--- src/hw/hscr_map.svh ---
// Register offsets, field positions and reset values for the hub config bank.
`ifndef HSCR_MAP_SVH
`define HSCR_MAP_SVH
// ==========================================
// Register offsets
`define HSCR_REG_STCMD 8'h00
`define HSCR_REG_VIDL 8'h01
`define HSCR_REG_RIDH 8'h06
`define HSCR_REG_HUB_CONFIG_FIRST_REG 8'h07
`define HSCR_REG_PROT_LO 8'h01
`define HSCR_REG_PROT_HI 8'h10
// ==========================================
// Status/command bit positions
`define HSCR_STC_RESET 2
`define HSCR_STC_LOCK 1
`define HSCR_STC_ATTACH 0
// ==========================================
// Configuration byte 1 bit positions
`define HSCR_HUB_CONFIG_FIRST_REG_PWR 7
`define HSCR_HUB_CONFIG_FIRST_REG_LED 6
`define HSCR_HUB_CONFIG_FIRST_REG_FS 5
`define HSCR_HUB_CONFIG_FIRST_REG_TT 4
`define HSCR_HUB_CONFIG_FIRST_REG_EOP 3
`define HSCR_HUB_CONFIG_FIRST_REG_OC_HI 2
`define HSCR_HUB_CONFIG_FIRST_REG_OC_LO 1
`define HSCR_HUB_CONFIG_FIRST_REG_PSW 0
// ==========================================
// Reset values
`define HSCR_STCMD_RST 8'h00
`define HSCR_HUB_CONFIG_FIRST_REG_RST 8'h00
`define HSCR_ID_RST 8'h00
`endif

--- src/hw/hscr_pkg.sv ---
// Types shared by the hub configuration register bank.
package hscr_pkg;
    // ==========================================
    // Slave interface states.
    typedef enum logic [2:0] {
        ST_IDLE = 3'b000,
        ST_RX = 3'b001,
        ST_ACK = 3'b010,
        ST_TX = 3'b011,
        ST_RACK = 3'b100,
        ST_WAIT = 3'b101
    } hscr_state_e;
    // ==========================================
    // Position within a byte transfer.
    typedef enum logic [2:0] {
        PH_WADDR = 3'b000,
        PH_REG = 3'b001,
        PH_DATA = 3'b010,
        PH_RADDR = 3'b011,
        PH_WEND = 3'b100,
        PH_RDATA = 3'b101
    } hscr_phase_e;
    // ==========================================
    // Decoded configuration byte 1 outputs.
    typedef struct packed {
        logic self_powered;
        logic led_indicator_present;
        logic full_speed_only;
        logic per_port_translator;
        logic frame_end_marker_off;
        logic [1:0] overcurrent_sense_scheme;
        logic port_switch_scheme;
    } hscr_cfg_s;
endpackage : hscr_pkg

--- src/hw/hscr_regs.sv ---
// Hub configuration register bank behind a slave-only serial management interface.
// Behaviour
// - soft reset bit returns interface and configuration storage to reset values.
// - soft reset bit is never stored and reads zero.
// - config_lock set refuses writes to offsets 01h through 10h.
// - lock and attach bits set once, cleared only by hardware reset.
// - attach bit asserts the upstream attach request.
// - after the attaching transfer the slave interface powers down.
// - status/command and configuration byte 1 reset to zero.
// - identifiers are byte pairs, low byte at odd offset.
// - power_source_select: zero bus powered, one self powered.
// - dynamic power enable uses sense pin instead of power_source_select.
// - bit 6 reports LED indicators present.
// - bit 5 forces full speed only attachment.
// - bit 4 selects per-port transaction translators.
// - bit 3 suppresses frame end marker in full speed.
// - bits 2:1 select ganged or per-port overcurrent sensing.
// - bit 0 selects ganged or per-port power switching.
// - single byte write and read, 7-bit address, 8-bit offset and data.
// - invalid protocol leaves every register unchanged.
// - dynamic power enable comes from configuration byte 2 bit 7.
`timescale 1ns/1ps
`include "hscr_map.svh"
module hscr_regs
    import hscr_pkg::*;
#(
    parameter logic [6:0] SLAVE_ADDR = 7'h2c
) (
    // Clock and reset.
    input wire logic sys_clk,
    input wire logic srst,
    // Serial management pins, data is open drain.
    input wire logic smb_clk_i,
    input wire logic smb_data_i,
    output logic smb_data_o,
    output logic smb_data_oe,
    // Power sense pin and dynamic power enable from configuration byte 2.
    input wire logic local_supply_sense_pin,
    input wire logic dyn_power_en,
    // Configuration outputs.
    output logic [15:0] vendor_ident,
    output logic [15:0] product_ident,
    output logic [15:0] release_ident,
    output hscr_cfg_s hub_cfg,
    output logic config_lock,
    output logic usb_attach,
    output logic smb_powered_down
);
    // ==========================================
    // State of the whole block.
    typedef struct packed {
        logic scl_m, scl_s, scl_p;
        logic sda_m, sda_s, sda_p;
        logic sns_m, sns_s;
        hscr_state_e st;
        hscr_phase_e ph;
        logic [3:0] bitcnt;
        logic [7:0] shreg;
        logic [7:0] raddr;
        logic [7:0] wdata;
        logic sda_oe;
        logic sda_o;
        logic lock;
        logic attach;
        logic [5:0][7:0] id;
        logic [7:0] hub_config_first_reg;
        logic [15:0] vid, pid, rid;
        hscr_cfg_s cfg;
        logic off;
    } hscr_regs_s;

    hscr_regs_s q, d;
    logic scl_rise, scl_fall, start_c, stop_c, commit;
    logic [7:0] rdata;

    // Edge and bus condition detection on the synchronised pins.
    assign scl_rise = q.scl_s && !q.scl_p;
    assign scl_fall = !q.scl_s && q.scl_p;
    assign start_c = q.scl_s && q.scl_p && q.sda_p && !q.sda_s;
    assign stop_c = q.scl_s && q.scl_p && !q.sda_p && q.sda_s;
    // A write lands only on a stop right after the data acknowledge; the stop's own clock rise counts one bit.
    assign commit = stop_c && q.st == ST_RX && q.ph == PH_WEND && q.bitcnt <= 4'h1;

    // Read data selection, reserved status bits read zero.
    always_comb begin
        rdata = 8'h00;
        if (q.raddr == `HSCR_REG_STCMD) begin
            rdata[`HSCR_STC_LOCK] = q.lock;
            rdata[`HSCR_STC_ATTACH] = q.attach;
        end else if (q.raddr >= `HSCR_REG_VIDL && q.raddr <= `HSCR_REG_RIDH) begin
            rdata = q.id[q.raddr[2:0] - 3'h1];
        end else if (q.raddr == `HSCR_REG_HUB_CONFIG_FIRST_REG) begin
            rdata = q.hub_config_first_reg;
        end
    end

    // Next state: synchronisers, slave sequencer, register writes and output decode.
    always_comb begin
        d = q;
        d.scl_m = smb_clk_i;
        d.scl_s = q.scl_m;
        d.scl_p = q.scl_s;
        d.sda_m = smb_data_i;
        d.sda_s = q.sda_m;
        d.sda_p = q.sda_s;
        d.sns_m = local_supply_sense_pin;
        d.sns_s = q.sns_m;
        d.sda_o = 1'b0;
        if (q.off) begin
            d.st = ST_IDLE;
            d.sda_oe = 1'b0;
        end else if (stop_c) begin
            d.st = ST_IDLE;
            d.sda_oe = 1'b0;
        end else if (start_c) begin
            d.st = ST_RX;
            d.bitcnt = 4'h0;
            d.sda_oe = 1'b0;
            // A repeated start right after the register acknowledge turns the transfer into a read.
            d.ph = (q.ph == PH_DATA && q.st == ST_RX && q.bitcnt <= 4'h1) ? PH_RADDR : PH_WADDR;
        end else begin
            case (q.st)
                ST_IDLE: begin
                    d.sda_oe = 1'b0;
                end
                ST_RX: begin
                    if (scl_rise && q.bitcnt != 4'h8) begin
                        d.shreg = {q.shreg[6:0], q.sda_s};
                        d.bitcnt = q.bitcnt + 4'h1;
                    end else if (scl_fall && q.bitcnt == 4'h8) begin
                        d.st = ST_ACK;
                        d.sda_oe = 1'b1;
                        case (q.ph)
                            PH_WADDR: begin
                                if (q.shreg != {SLAVE_ADDR, 1'b0}) begin
                                    d.st = ST_IDLE;
                                    d.sda_oe = 1'b0;
                                end
                                d.ph = PH_REG;
                            end
                            PH_REG: begin
                                d.raddr = q.shreg;
                                d.ph = PH_DATA;
                            end
                            PH_DATA: begin
                                d.wdata = q.shreg;
                                d.ph = PH_WEND;
                            end
                            PH_RADDR: begin
                                if (q.shreg != {SLAVE_ADDR, 1'b1}) begin
                                    d.st = ST_IDLE;
                                    d.sda_oe = 1'b0;
                                end
                                d.ph = PH_RDATA;
                            end
                            default: begin
                                d.st = ST_IDLE;
                                d.sda_oe = 1'b0;
                            end
                        endcase
                    end
                end
                ST_ACK: begin
                    if (scl_fall) begin
                        d.bitcnt = 4'h0;
                        if (q.ph == PH_RDATA) begin
                            d.st = ST_TX;
                            d.shreg = rdata;
                            d.sda_oe = !rdata[7];
                        end else begin
                            d.st = ST_RX;
                            d.sda_oe = 1'b0;
                        end
                    end
                end
                ST_TX: begin
                    if (scl_rise) begin
                        d.bitcnt = q.bitcnt + 4'h1;
                    end else if (scl_fall) begin
                        if (q.bitcnt == 4'h8) begin
                            d.st = ST_RACK;
                            d.sda_oe = 1'b0;
                        end else begin
                            d.shreg = {q.shreg[6:0], 1'b0};
                            d.sda_oe = !q.shreg[6];
                        end
                    end
                end
                ST_RACK: begin
                    if (scl_rise) begin
                        d.st = ST_WAIT;
                    end
                end
                default: begin
                    d.sda_oe = 1'b0;
                end
            endcase
        end
        // Register update on a completed write.
        if (commit) begin
            if (q.raddr == `HSCR_REG_STCMD) begin
                d.lock = q.lock | q.wdata[`HSCR_STC_LOCK];
                d.attach = q.attach | q.wdata[`HSCR_STC_ATTACH];
                if (q.wdata[`HSCR_STC_RESET]) begin
                    d.id = {6{`HSCR_ID_RST}};
                    d.hub_config_first_reg = `HSCR_HUB_CONFIG_FIRST_REG_RST;
                    d.raddr = 8'h00;
                    d.wdata = 8'h00;
                    d.ph = PH_WADDR;
                end
            end else if (!q.lock && q.raddr >= `HSCR_REG_PROT_LO && q.raddr <= `HSCR_REG_PROT_HI) begin
                if (q.raddr <= `HSCR_REG_RIDH) begin
                    d.id[q.raddr[2:0] - 3'h1] = q.wdata;
                end else if (q.raddr == `HSCR_REG_HUB_CONFIG_FIRST_REG) begin
                    d.hub_config_first_reg = q.wdata;
                end
            end
        end
        d.off = q.attach;
        d.vid = {q.id[1], q.id[0]};
        d.pid = {q.id[3], q.id[2]};
        d.rid = {q.id[5], q.id[4]};
        d.cfg.self_powered = dyn_power_en ? q.sns_s : q.hub_config_first_reg[`HSCR_HUB_CONFIG_FIRST_REG_PWR];
        d.cfg.led_indicator_present = q.hub_config_first_reg[`HSCR_HUB_CONFIG_FIRST_REG_LED];
        d.cfg.full_speed_only = q.hub_config_first_reg[`HSCR_HUB_CONFIG_FIRST_REG_FS];
        d.cfg.per_port_translator = q.hub_config_first_reg[`HSCR_HUB_CONFIG_FIRST_REG_TT];
        d.cfg.frame_end_marker_off = q.hub_config_first_reg[`HSCR_HUB_CONFIG_FIRST_REG_EOP];
        d.cfg.overcurrent_sense_scheme = q.hub_config_first_reg[`HSCR_HUB_CONFIG_FIRST_REG_OC_HI:`HSCR_HUB_CONFIG_FIRST_REG_OC_LO];
        d.cfg.port_switch_scheme = q.hub_config_first_reg[`HSCR_HUB_CONFIG_FIRST_REG_PSW];
    end

    // State register; hardware reset clears everything, including the sticky bits.
    always_ff @(posedge sys_clk) begin
        if (srst) begin
            q <= '0;
        end else begin
            q <= d;
        end
    end

    // Outputs come straight from state flops.
    assign smb_data_o = q.sda_o;
    assign smb_data_oe = q.sda_oe;
    assign vendor_ident = q.vid;
    assign product_ident = q.pid;
    assign release_ident = q.rid;
    assign hub_cfg = q.cfg;
    assign config_lock = q.lock;
    assign usb_attach = q.attach;
    assign smb_powered_down = q.off;
endmodule : hscr_regs

--- config.mk ---
export PLATFORM = sky130hd
export DESIGN_NAME = hscr_regs
export DESIGN_NICKNAME = d
export VERILOG_FILES = /design/src/hw/hscr_pkg.sv /design/src/hw/hscr_regs.sv
export VERILOG_INCLUDE_DIRS = /design/src /design/src/hw
export SDC_FILE = /design/constraint.sdc
export NUM_CORES = 1
export LEC_CHECK = 0
export ABC_AREA = 1
export BUFFER_PORTS_ARGS = -buffer_cell sky130_fd_sc_hd__clkbuf_2
export CAP_MARGIN = 10
export CORE_UTILIZATION = 55
export DETAILED_ROUTE_END_ITERATION = 10
export MAX_ROUTING_LAYER = met4
export PLACE_DENSITY = 0.75
export SYNTH_ARGS = -nofsm -noshare
export SYNTH_HDL_FRONTEND = slang
export SYNTH_SLANG_ARGS = --single-unit
--- constraint.sdc ---
create_clock -name sys_clk -period 2.39 [get_ports sys_clk]
set_input_delay 0.239 -clock sys_clk [delete_from_list [all_inputs] [get_ports sys_clk]]
set_output_delay 0.239 -clock sys_clk [all_outputs]
set_load 0.1 [all_outputs]
==> out/qor.log, run 1 <==
INFO  sta            tightest_slew=0.709ns
INFO  die            initial_core_util=57.0%
INFO  sta            post-route-min-period=2.16ns
INFO  synth          netlist.area_leader.share=45.6%
INFO  global_routing gr-usage-all-layers=26.9%
INFO  cts            cts_tree=done
INFO  synth          yosysMostFrequentCell=sky130_fd_sc_hd__nand2_1
INFO  die            core_region_area=12200squm
INFO  synth          syn-cell-area=6940squm
INFO  cts            tritoncts.num_buffers=17
INFO  cts            root_buffer=sky130_fd_sc_hd__clkbuf_16
INFO  placement      place_hpwl=11200microns
INFO  power_and_ir_drop irDropWorstVdd=0.435mV
INFO  critical_path  critPathMaxStageDelay=0.40ns
INFO  layout         finish.utilization=62.7%
INFO  synth          synth-edff-count=0
INFO  route          detail_route.iter0.violations=611
INFO  layout         fin_nets=968
INFO  layout         ant_diodes=0
INFO  global_routing globalRoute.totalOverflow=0
INFO  synth          netlist_top_cells_area=sky130_fd_sc_hd__dfxtp_1, sky130_fd_sc_hd__nand2_1, sky130_fd_sc_hd__inv_1, sky130_fd_sc_hd__buf_4, sky130_fd_sc_hd__nor2_1
INFO  placement      port-buffer-count=65
INFO  synth          post-synth-top-area-cell=sky130_fd_sc_hd__dfxtp_1
INFO  layout         post_route_cells_drive_above_1_share=15.3%
INFO  global_routing pin_count_of_the_biggest_net_entering_global_routing=47
INFO  die            fp-row-count=40
INFO  critical_path  endpoint_kind=flip-flop
INFO  synth          synthesis.nets=952
INFO  route          routed-wl-met2=7210microns
INFO  route          post_drt_via_cell_ratio=5.09
INFO  sta            unrepaired_setup_endpoints_after_global_routing=true
INFO  layout         combined_area_of_the_multi_input_logic_cells=2730squm
INFO  global_routing grt_pass1_wl=26000microns
INFO  sta            drv_slew=0
INFO  critical_path  reg2reg_setup_slack=0.23ns
INFO  route          drt-pass1-iter-count=6
INFO  route          drc_errors=0
INFO  layout         syn_to_final_growth=9.86%
INFO  layout         final_standard_cell_area_without_fillers=7620squm
INFO  critical_path  timing.critical_path.from_type=flip-flop
INFO  layout         ff_latch_area=3160squm
INFO  route          dr_total_vias=5787
INFO  cts            clkLatencyLatePin=0.44ns
INFO  route          detail_route.wirelength=15900microns
INFO  route          maxUsedRoutingLayer=met4
INFO  critical_path  critPathKind=reg -> reg
INFO  placement      place_area=6990squm
INFO  sta            layout_worst_path_cycle_share=90.5%
INFO  placement      place_congestion=0.958
INFO  worst_hold_path timing.hold.worst_path_depth=2
INFO  cts            cts.path.max_buffers=2
INFO  worst_hold_path worst_hold_path_type=in -> reg
INFO  sta            final.hold.worst_slack=0.298ns
INFO  route          met3RoutedLength=1140microns
INFO  global_routing antenna_found_initial=0
INFO  sta            timing.fmax=462MHz
INFO  sta            setup_viol=0
INFO  critical_path  worst_path_max_delay_cell=sky130_fd_sc_hd__o21ai_1
INFO  job            max-cap-violations=0
INFO  die            die_height=114microns
INFO  route          route.antenna.remaining_nets=0
INFO  synth          synth.avg_cell_area=7.37squm
INFO  global_routing grt_pass1_vias=5195
INFO  cts            cts.sink_count=158
INFO  critical_path  cp.required=2.74ns
INFO  synth          synth_flop_cell=sky130_fd_sc_hd__dfxtp_1
INFO  critical_path  critical_path.cell_chain=inv_1 > ha_1 > o21ai_0 > nor2_2 > nand2_2 > nor2_4 > nand2_4 > nand2_4 > o21ai_1 > nand2_1 > o21ai_0
INFO  critical_path  worst-path-max-fanout=12
INFO  synth          synth.top_cells.by_count=sky130_fd_sc_hd__nand2_1, sky130_fd_sc_hd__dfxtp_1, sky130_fd_sc_hd__inv_1
INFO  synth          yosys.cell_types.count=41
INFO  cts            cts.reportedPaths.clkPinSlew=0.06ns
INFO  die            floorplan.die.width=114microns
INFO  sta            hold_viol=0
INFO  sta            final.setup.tns=0ns
INFO  synth          synth_async_sr_flop_share=0%
INFO  cts            postCtsSetupBuffers=0
INFO  sta            skew=0.00834ns
INFO  synth          postSynthCellCount=941
INFO  critical_path  arrival=2.52ns
INFO  sta            worst_slew_margin_rel=52.6%
INFO  power_and_ir_drop p_per_area=810nW/um^2
INFO  synth          synth.ff_latch_count=158
INFO  route          post_drt_wl_per_cell=14.0microns
INFO  cts            h_tree_levels=4
INFO  run_status     status=finished clean
INFO  synth          synth-warning-count=0
INFO  route          detail_route.wirelength.met1=7160microns
INFO  die            top_level_port_count=67
INFO  power_and_ir_drop p_leak=0.00334uW
INFO  synth          synth.yosys.seq_area_share=45.6%
INFO  layout         nFillCells=1110
INFO  critical_path  worst-r2r-cell-count=11
INFO  die            dieArea=13100squm
-- cells in the final DEF, fill, tap and decap left out, drive strengths merged --
cell,n
conb,1
a31oi,1
dlygate4sd3,4
a221oi,1
clkinv,8
dfxtp,158
inv,124
buf,12
o31ai,2
nand3b,1
bufinv,3
clkinvlp,3
a211oi,14
nand3,54
a21oi,37
a21o,1
nor3,16
o21ai,73
o22ai,1
a31o,1
o21bai,3
ha,5
clkbuf,84
nand4,14
nor2,127
o211ai,1
nand2,220
-- sequential cells by signal, indices dropped and copies added (netlist names) --
register,flops
d,60
q,38
product_ident,16
release_ident,16
vendor_ident,16
hub_cfg,8
config_lock,1
smb_data_oe,1
smb_powered_down,1
usb_attach,1
-- worst paths after layout --
| kind | start | to |
|---|---|---|
| setup / recovery | q[141] | d[20] |
| hold / removal | srst | product_ident[5] |
| setup reg to reg | q[141] | d[20] |
| hold reg to reg | d[157] | d[156] |
-- worst max-delay path, delay by kind of cell, from the launching register on --
family / cells / cell delay [ns]
AOI/OAI and AO/OA: 3 / 0.74
adders and majority gates: 1 / 0.21
buffers and inverters: 1 / 0.10
DFF: 1 / 0.37
and+or+nand+nor: 6 / 0.67
-- metal layers --
metal  vias to the layer above  global-route usage (%)
li1                       2936                       -
met1                      2618                    34.9
met2                       208                    40.4
met3                        25                    7.20
met4                         0                    9.78
met5                         -                       -
-- cells by family after synthesis --
family          Yosys count  share of synthesized area, %
compound gates          135                          10.7
fa+ha+maj                 5                         0.902
buf+inv                 210                          15.3
flops                   158                          45.6
other cells               1                        0.0541
simple gates            432                          27.5
-- layout make-up --
cell class / instances / area share [%]
tap: 168 / 2.76
inverter: 126 / 6.22
clock inverter: 12 / 1.92
multi-input combinational: 573 / 35.8
timing repair buffer: 81 / 6.14
sequential: 158 / 41.5
clock buffer: 19 / 5.68
-- through the flow --
stage	setup slack, ns	std cells	power [uW]
after floorplan	0.336	941	3400
after global placement	0.366	1102	3540
after detailed placement	0.226	1102	3540
after CTS	0.223	1137	6190
after global routing	-0.0522	1137	6430
final	0.226	1137	6170
-- repair_timing --
item                       4_1_cts  5_1_grt
gates resized for setup          0        2
setup endpoints to repair        0        6
hold endpoints to repair         4        0
hold buffers                     4        0
-- report_power, final --
part           leakage (uW)  switching (uW)  internal, uW
Combinational       0.00178             458           210
Sequential          0.00127             102          2740
Clock              0.000278            1040          1620
Total               0.00334            1600          4570
(Power assumes the default switching activity.)
==> inputs of run 2 (changes only) <==
--- a/config.mk
+++ b/config.mk
@@ -9,10 +9,9 @@
 export ABC_AREA = 1
 export BUFFER_PORTS_ARGS = -buffer_cell sky130_fd_sc_hd__clkbuf_2
 export CAP_MARGIN = 10
-export CORE_UTILIZATION = 55
+export CORE_UTILIZATION = 32
 export DETAILED_ROUTE_END_ITERATION = 10
 export MAX_ROUTING_LAYER = met4
-export PLACE_DENSITY = 0.75
 export SYNTH_ARGS = -nofsm -noshare
 export SYNTH_HDL_FRONTEND = slang
 export SYNTH_SLANG_ARGS = --single-unit
==> constraint.sdc (replaced) <==
create_clock -name sys_clk -period 1.9 [get_ports sys_clk]
set_input_delay 0.19 -clock sys_clk [delete_from_list [all_inputs] [get_ports sys_clk]]
set_output_delay 0.19 -clock sys_clk [all_outputs]
set_load 0.1 [all_outputs]
==> run 2 against run 1 <==
Compared with the run above: hold slack worse by 0.088 ns; global-route usage is 9.9 points lower; maximum frequency rose by 20%; design area rose by 7.9%; critical path type unchanged; largest cell class unchanged.
==> out/qor.log, run 2 (same netlist as run 1, synthesis figures left out) <==
INFO  critical_path  worst-r2r-cell-count=12
INFO  cts            h_tree_levels=4
INFO  cts            cts.reportedPaths.clkPinSlew=0.06ns
INFO  power_and_ir_drop p_leak=0.00355uW
INFO  route          drc_errors=0
INFO  route          post_drt_wl_per_cell=13.8microns
INFO  critical_path  cp.required=2.20ns
INFO  route          route.antenna.remaining_nets=0
INFO  cts            root_buffer=sky130_fd_sc_hd__clkbuf_16
INFO  critical_path  arrival=2.11ns
INFO  layout         ant_diodes=0
INFO  route          dr_total_vias=5848
INFO  cts            cts.sink_count=158
INFO  critical_path  worst-path-max-fanout=8
INFO  critical_path  reg2reg_setup_slack=0.09ns
INFO  route          post_drt_via_cell_ratio=4.60
INFO  placement      place_congestion=0.828
INFO  worst_hold_path holdCritStartpoint=srst
INFO  sta            timing.fmax=554MHz
INFO  die            initial_core_util=32.8%
INFO  sta            unrepaired_setup_endpoints_after_global_routing=true
INFO  layout         final_cell_mix=sky130_fd_sc_hd__nand2_1, sky130_fd_sc_hd__dfxtp_1, sky130_fd_sc_hd__nor2_1
INFO  sta            drv_slew=0
INFO  global_routing pin_count_of_the_biggest_net_entering_global_routing=58
INFO  die            fp-row-count=53
INFO  critical_path  critical_path.startpoint=q[142]
INFO  run_status     status=finished clean
INFO  critical_path  timing.rr.start=q[142]
INFO  route          detail_route.wirelength=17500microns
INFO  critical_path  timing.critical_path.from_type=flip-flop
INFO  critical_path  endpoint_kind=flip-flop
INFO  cts            tritoncts.num_buffers=17
INFO  die            dieArea=22300squm
INFO  die            floorplan.die.width=149microns
INFO  global_routing gr-usage-all-layers=17.0%
INFO  cts            cts.path.max_buffers=2
INFO  layout         mostFrequentLayoutCell=sky130_fd_sc_hd__nand2_1
INFO  critical_path  crit-reg2reg-capture=d[20]
INFO  worst_hold_path worst_hold_path_type=in -> reg
INFO  cts            cts_tree=done
INFO  sta            skew=0.0122ns
INFO  layout         syn_to_final_growth=18.6%
INFO  global_routing grt_pass1_vias=5346
INFO  placement      place_worst_setup_slack=-0.0553ns
INFO  placement      port-buffer-count=65
INFO  layout         fin_nets=994
INFO  sta            post-route-min-period=1.81ns
INFO  power_and_ir_drop power.total=7990uW
INFO  layout         largest_register_ff_count=60
INFO  route          detail_route.iter0.violations=368
INFO  die            core_region_area=21200squm
INFO  die            die_height=149microns
INFO  sta            setup_viol=0
INFO  sta            hold_viol=0
INFO  critical_path  critPathKind=reg -> reg
INFO  power_and_ir_drop irDropWorstVdd=0.613mV
INFO  sta            layout_worst_path_cycle_share=95.1%
INFO  global_routing grt_pass1_wl=28100microns
INFO  layout         post_route_cells_drive_above_1_share=20.5%
INFO  sta            postLayoutSetupSlackWorst=0.0936ns
INFO  job            max-cap-violations=0
INFO  sta            worst_slew_margin_rel=58.9%
INFO  worst_hold_path worst_hold_endpoint=q[148]
INFO  die            top_level_port_count=67
INFO  placement      place_hpwl=12200microns
INFO  power_and_ir_drop p_per_area=971nW/um^2
INFO  global_routing globalRoute.totalOverflow=0
INFO  route          drt-pass1-iter-count=9
INFO  worst_hold_path timing.hold.worst_path_depth=4
INFO  sta            tightest_slew=0.614ns
INFO  cts            clkLatencyLatePin=0.43ns
INFO  global_routing antenna_found_initial=0
run 2: worst max-delay path by stage:
stage                     cells past startpoint  slack (ns)     to
after floorplan                              14       0.004  d[33]
after global placement                       12       -0.04  d[28]
after detailed placement                     12       -0.06  d[32]
after CTS                                     8        0.01  d[46]
after global routing                         11      -0.009  d[54]
final                                        12        0.09  d[20]
run 2: final cells by class:
class | instances | area (sq um)
clock buffer | 20 | 467
timing repair buffer | 107 | 754
multi-input combinational | 573 | 2890
sequential | 158 | 3170
fill | 2174 | 12900
clock inverter | 12 | 124
inverter | 126 | 482
tap | 275 | 344
run 2: critical path, cell delays in order, from the launching register on:
cell,delay [ns]
sky130_fd_sc_hd__dfxtp_2,0.33
sky130_fd_sc_hd__inv_4,0.08
sky130_fd_sc_hd__ha_1,0.16
sky130_fd_sc_hd__o21ai_2,0.07
sky130_fd_sc_hd__nor2_2,0.14
sky130_fd_sc_hd__nand2_2,0.12
sky130_fd_sc_hd__nor2_4,0.18
sky130_fd_sc_hd__nand3_4,0.11
sky130_fd_sc_hd__nand2_8,0.11
sky130_fd_sc_hd__o21ai_1,0.07
sky130_fd_sc_hd__buf_4,0.17
sky130_fd_sc_hd__nand2_1,0.07
sky130_fd_sc_hd__o21ai_1,0.07
run 2: power breakdown:
group / switching, uW / internal, uW
sequential: 137 / 3450
clock: 1480 / 1940
combinational: 634 / 349
total: 2250 / 5740
run 2: repair_timing:
item | in CTS | in global routing
gates cloned | 1 | 0
buffers inserted | 1 | 9
hold buffers | 4 | 0
hold endpoints to repair | 4 | 0
gates resized for setup | 11 | 36
pin swaps | 2 | 19
endpoints found under the setup margin | 40 | 81
run 2: per-stage QoR:
stage	cells	TNS, ns	cell area [sq um]	utilization (%)	hold slack, ns
finish	1271	0	8230	38.9	0.210
global route	1271	-0.0357	8230	38.9	0.238
CTS	1262	0	7980	37.7	0.210
detailed placement	1224	-1.12	7280	34.4	0.387
global placement	1224	-0.387	7280	34.4	0.383
floorplan	941	0	6970	-	0.284
run 2: layer usage:
layer  vias up  share of wire [%]  global-route usage, %
li1       3011                  -                      -
met1      2648                 46                   21.4
met2       157                 47                   26.1
met3        32                5.0                   4.28
met4         0                2.7                   6.22
met5         -                  0                      -
